`src/msr_pkg.sv`:
```
package msr_pkg;
    // ==========================================================
    // widths and reset values
    localparam int         MSR_WIDTH      = 4;
    localparam logic [3:0] MSR_RESET_VAL  = 4'h0;
    localparam logic       MSR_SER_N_RST  = 1'h1;
    localparam int         MSR_SYNC_DEPTH = 2;

    // ==========================================================
    // operating states, one-hot
    typedef enum logic [2:0] {
        MSR_HOLD  = 3'b001,
        MSR_LOAD  = 3'b010,
        MSR_SHIFT = 3'b100
    } msr_mode_t;
endpackage

```
`src/msr_sync.sv`:
```
`timescale 1ns/1ps
module msr_sync
    import msr_pkg::*;
#(
    parameter int WIDTH = 1
) (
    // clock and reset
    input  wire logic             core_clk,
    input  wire logic             sys_rst,
    // pin side and synchronised side
    input  wire logic [WIDTH-1:0] async_in,
    output logic      [WIDTH-1:0] sync_out
);
    logic [WIDTH-1:0] meta_q;

    // ==========================================================
    // two-flop synchroniser; first stage feeds only the second
    always_ff @(posedge core_clk or posedge sys_rst) begin
        if (sys_rst) begin
            meta_q   <= '0;
            sync_out <= '0;
        end else begin
            meta_q   <= async_in;
            sync_out <= meta_q;
        end
    end
endmodule // msr_sync

```
`src/msr_shift_reg.sv`:
```
`timescale 1ns/1ps
// Behaviour
// (RULE1) four bits, serial or parallel entry
// (RULE2) three modes: shift, load, hold
// (RULE3) shift wins; load alone loads; else hold
// (RULE4) data changes only on enabled clock edge
// (RULE5) stages update on falling edge of clock
// (RULE6) direct clear and complemented serial output; clear is synchronised and reaches the stages three cycles after the pin
// (RULE7) driver may tie load high, shift selects
// (RULE8) shift moves low to high; clear zeroes
module msr_shift_reg
    import msr_pkg::*;
#(
    parameter int WIDTH = MSR_WIDTH
) (
    // clock and reset
    input  wire logic             core_clk,
    input  wire logic             sys_rst,
    // pins from the driving logic
    input  wire logic             shift_clk,
    input  wire logic             load_en,
    input  wire logic             shift_en,
    input  wire logic             ser_in,
    input  wire logic [WIDTH-1:0] par_in,
    input  wire logic             dir_clr,
    // register outputs
    output logic      [WIDTH-1:0] stage_q,
    output logic                  ser_out_n
);
    localparam int SW = WIDTH + 5;

    logic [SW-1:0]    pins_s;
    logic             clk_s;
    logic             clk_prev_q;
    logic             fall_edge;
    logic             load_s;
    logic             shift_s;
    logic             ser_s;
    logic             clr_s;
    logic [WIDTH-1:0] par_s;
    msr_mode_t        mode;
    logic [WIDTH-1:0] stage_d;
    logic [WIDTH-1:0] shift_next;

    // ==========================================================
    // pins come from another domain, so all are synchronised together
    msr_sync #(
        .WIDTH(SW)
    ) u_sync (
        .core_clk(core_clk),
        .sys_rst (sys_rst),
        .async_in({shift_clk, load_en, shift_en, ser_in, dir_clr, par_in}),
        .sync_out(pins_s)
    );

    assign {clk_s, load_s, shift_s, ser_s, clr_s, par_s} = pins_s;

    // ==========================================================
    // edge detect on the synchronised pin clock
    always_ff @(posedge core_clk or posedge sys_rst) begin
        if (sys_rst) begin
            clk_prev_q <= 1'b0;
        end else begin
            clk_prev_q <= clk_s;
        end
    end

    assign fall_edge = clk_prev_q & ~clk_s; // [RULE5]

    // ==========================================================
    // mode decode; shift is tested first so it wins over load
    function automatic msr_mode_t decode_mode(input logic load, input logic shift);
        msr_mode_t m;
        if (shift) begin
            m = MSR_SHIFT; // [RULE3] [RULE7]
        end else if (load) begin
            m = MSR_LOAD; // [RULE3]
        end else begin
            m = MSR_HOLD; // [RULE2]
        end
        return m;
    endfunction

    always_comb begin
        mode = decode_mode(load_s, shift_s);
    end

    // ==========================================================
    // shift path: stage i takes stage i-1, stage 0 the serial pin
    // a loop keeps the chain right for any width parameter
    for (genvar i = 0; i < WIDTH; i++) begin : g_stage
        if (i == 0) begin : g_first
            assign shift_next[i] = ser_s; // [RULE8]
        end else begin : g_next
            assign shift_next[i] = stage_q[i-1]; // [RULE8]
        end
    end

    always_comb begin
        case (mode)
            MSR_SHIFT: stage_d = shift_next; // [RULE8] [RULE1]
            MSR_LOAD:  stage_d = par_s; // [RULE1]
            default:   stage_d = stage_q;
        endcase
    end

    // ==========================================================
    // storage; clear is a level so it acts on any cycle, edge or not.
    // limitation: clear reaches the stages three cycles after the pin, not at once.
    always_ff @(posedge core_clk or posedge sys_rst) begin
        if (sys_rst) begin
            stage_q <= MSR_RESET_VAL;
        end else if (clr_s) begin
            stage_q <= MSR_RESET_VAL; // [RULE6] [RULE8]
        end else if (fall_edge) begin
            stage_q <= stage_d; // [RULE4]
        end
    end

    always_ff @(posedge core_clk or posedge sys_rst) begin
        if (sys_rst) begin
            ser_out_n <= MSR_SER_N_RST;
        end else if (clr_s) begin
            ser_out_n <= MSR_SER_N_RST; // [RULE6]
        end else if (fall_edge) begin
            ser_out_n <= ~stage_d[WIDTH-1]; // [RULE6]
        end
    end
endmodule // msr_shift_reg

```
`config.mk`:
```
export PLATFORM = sky130hd
export DESIGN_NAME = msr_shift_reg
export DESIGN_NICKNAME = d
export VERILOG_FILES = /design/src/msr_pkg.sv /design/src/msr_sync.sv /design/src/msr_shift_reg.sv
export SDC_FILE = /design/constraint.sdc
export NUM_CORES = 1
export LEC_CHECK = 0
export BUFFER_PORTS_ARGS = -buffer_cell sky130_fd_sc_hd__buf_2
export CAP_MARGIN = 40
export CORE_MARGIN = 3
export CORE_UTILIZATION = 43
export DETAILED_ROUTE_END_ITERATION = 10
export PLACE_DENSITY = 0.62
export SYNTH_ARGS = -nofsm -noshare
export SYNTH_HDL_FRONTEND = slang
export SYNTH_SLANG_ARGS = --single-unit
```
`constraint.sdc`:
```
create_clock -name core_clk -period 1.6 [get_ports core_clk]
set_input_delay 0.08 -clock core_clk [delete_from_list [all_inputs] [get_ports core_clk]]
set_output_delay 0.08 -clock core_clk [all_outputs]
set_load 0.02 [all_outputs]
```
==> flow_summary.toml <==
[status]
outcome = "complete, no violations"

[synth]
yosysWarnings = 0
netlist_instances = 45
syn_nets = 56
netlist_area_um2 = 758.2
syn_area_per_cell_um2 = 16.85
synth-seq-cells = 24
seq_area_frac_synth_pct = 79.37
synthDistinctLibCells = 16

[timing]
finalSetupViolations = 0
finalCriticalPeriod_ps = 1211
final_hold_viol_count = 0
finalSetupTns_ps = 0
rsz0062_at_grt = "false"
max_slew_margin_pct = 69.76
final_max_slew_viol_count = 0
tightestPinTransition_ps = 452.7
max_freq_mhz = 825.6
finClkSkew_ps = 12.98
fin_crit_sh_pct = 75.70

[global_routing]
grt_pass1_vias = 481
antenna_found_initial = 0
globalRouteOverflowTotal = 0
grt_pass1_wl_um = 1883
track_usage_pct = 11.97
grt_max_degree = 25

[critical_path]
cp_max_fo = 3
r2r_end = "stage_q[3]$_DFFE_PP0P_"
crit_path_end = "stage_q[3]$_DFFE_PP0P_"
startpoint = "u_sync.sync_out[7]$_DFF_PP0_"
cp_cell_sequence = "mux2_4, o211a_1, o21ba_1"
crit_slowest_cell = "dfrtp_1"
cp_top_family = "flip-flops"
start_kind = "register"
crit_path_end_kind = "register"
critical_path_arrival_ps = 1410
r2r-start = "u_sync.sync_out[7]$_DFF_PP0_"
slowest_delay_ps = 420
reg2regPathDepth = 3
critical_path_class = "register to register"
cp.depth = 3
regToRegSetupSlack_ps = 390
crit_required_ps = 1790
path_buf_inv = 0

[route]
wirelength_um = 1075
vias = 442
wl_per_cell_um = 11.81
dr.pass1.iters = 1
drcViolationCount = 0
antenna_left = 0
drtIter0Drc = 0
vias_per_cell = 4.857

[clock_tree]
cts_buffers = 3
clk_pin_slew_worst_paths_ps = 120
hold_buffers = 10
cts_tree = "yes"
htree_levels = 1
postCtsResizedCells = 0
clk_latency_ps = 300
cts_setup_buffers = 0
cts_buffer_depth = 2
cts.sinks = 24
cts_root_buf = "clkbuf_4"

[power]
intPower_w = 0.0007836
comb_power_share_pct = 8.9
power_density_mw_per_mm2 = 1010
p_leak_nw = 0.4894
ir_worst_vdd_mv = 0.7789
seqPwrFrac_pct = 65.4
total_power_w = 0.0009967
clkPwrFrac_pct = 25.6
switching_share_pct = 21.38
switching_power_w = 0.0002131

[place]
port-buffer-count = 15
dp_hpwl_um = 688.4
place_area_um2 = 860.8
gp_congestion = 0.7751

[job]
max_cap_violations = 0

[floorplan]
die_w_um = 47.99
fp.dieH_um = 47.99
num_rows = 14
boundaryPins = 16
die_area_mm2 = 0.002303
core-area_mm2 = 0.001577
start_util_pct = 48.10

[finish]
n_antenna_cell = 0
design_area_um2 = 987.2
final_common_cell = "dfrtp_1"
syn_to_final_growth_pct = 30.20
fillers = 126
drive_above_1_share_pct = 32.00
layout.nets = 87
final_cell_mix = "23 x dfrtp_1, 15 x buf_2, 10 x dlygate4sd3_1"

[hold_path]
hold_path.class = "input port to asynchronous set/reset pin"
## metrics by stage
step	hold slack [ps]	setup WS, ps	util [%]	cells
after floorplan	93.88	380.7	-	45
after global placement	128.4	420.9	54.60	77
after detailed placement	128.9	400.7	54.60	77
after CTS	331.8	385.1	62.62	91
after global routing	371.6	235.2	62.62	91
final	340.6	388.7	62.62	91
## state kept, by name, indices dropped and copies added, names as in the netlist
signal and count:
clk_prev_q 1, ser_out_n 1, stage_q 4, u_sync.meta_q 9, u_sync.sync_out 9
## cells in the mapped netlist
| library cell | count | area, um2 |
|---|---|---|
| o211a_1 | 1 | 10.01 |
| dfstp_2 | 1 | 26.28 |
| and2_4 | 1 | 8.760 |
| inv_1 | 1 | 3.750 |
| a22oi_1 | 3 | 22.52 |
| and2b_2 | 1 | 8.760 |
| or2_4 | 1 | 8.760 |
| a21oi_1 | 3 | 15.01 |
| o21bai_1 | 1 | 7.510 |
| or2b_1 | 1 | 7.510 |
| mux2_4 | 1 | 15.01 |
| o21ba_1 | 1 | 10.01 |
| dfrtp_1 | 23 | 575.6 |
| a211oi_1 | 3 | 22.52 |
| nor2b_1 | 2 | 12.51 |
| nor2_1 | 1 | 3.750 |
## worst reg2reg max path: stages, from the launching register on
cell and delay (ps):
dfrtp_1 420, mux2_4 300, o211a_1 220, o21ba_1 180
## power by group through the flow
stage               clock network [W]  logic [W]  registers (W)
floorplan                           0  0.0000364       0.000670
CTS                          0.000265  0.0000893       0.000653
global route                 0.000290   0.000101       0.000657
detailed placement                  0  0.0000711       0.000665
finish                       0.000255  0.0000891       0.000652
global placement                    0  0.0000701       0.000664
## kinds of logic (layout without fill, tap and decap cells)
family,count (synthesis),after routing,synth area share (%)
simple gates,7,7,6.601
buf+inv,1,31,0.4946
flops,24,24,79.37
compound gates,12,12,11.55
mux,1,1,1.980
## cell type report
cell class,instances,area [um2],share of cell area [%]
Tap cell,16,20.02,2.028
Inverter,1,3.754,0.3802
Multi-Input combinational cell,20,152.6,15.46
Sequential cell,24,601.8,60.96
Clock buffer,4,26.28,2.662
Timing Repair Buffer,26,182.7,18.50
## how the worst min path moves through the flow
| stage | endpoint | startpoint | cells after the start | slack [ps] |
|---|---|---|---|---|
| final | u_sync.meta_q[5]$_DFF_PP0_ | sys_rst | 4 | 340 |
| after global routing | u_sync.meta_q[0]$_DFF_PP0_ | sys_rst | 4 | 370 |
| after CTS | u_sync.meta_q[5]$_DFF_PP0_ | sys_rst | 4 | 330 |
| after detailed placement | u_sync.meta_q[5]$_DFF_PP0_ | sys_rst | 3 | 130 |
| after global placement | u_sync.meta_q[6]$_DFF_PP0_ | sys_rst | 3 | 130 |
| after floorplan | clk_prev_q$_DFF_PP0_ | sys_rst | 1 | 90 |
## metal layers
layer | track usage, % | vias to the layer above | wire length (um)
met5 | 0 | - | 0
met4 | 4.839 | 0 | 0
met3 | 3.759 | 0 | 63
met2 | 20.58 | 16 | 546
met1 | 13.70 | 211 | 465
li1 | - | 215 | -
(Power assumes the default switching activity.)
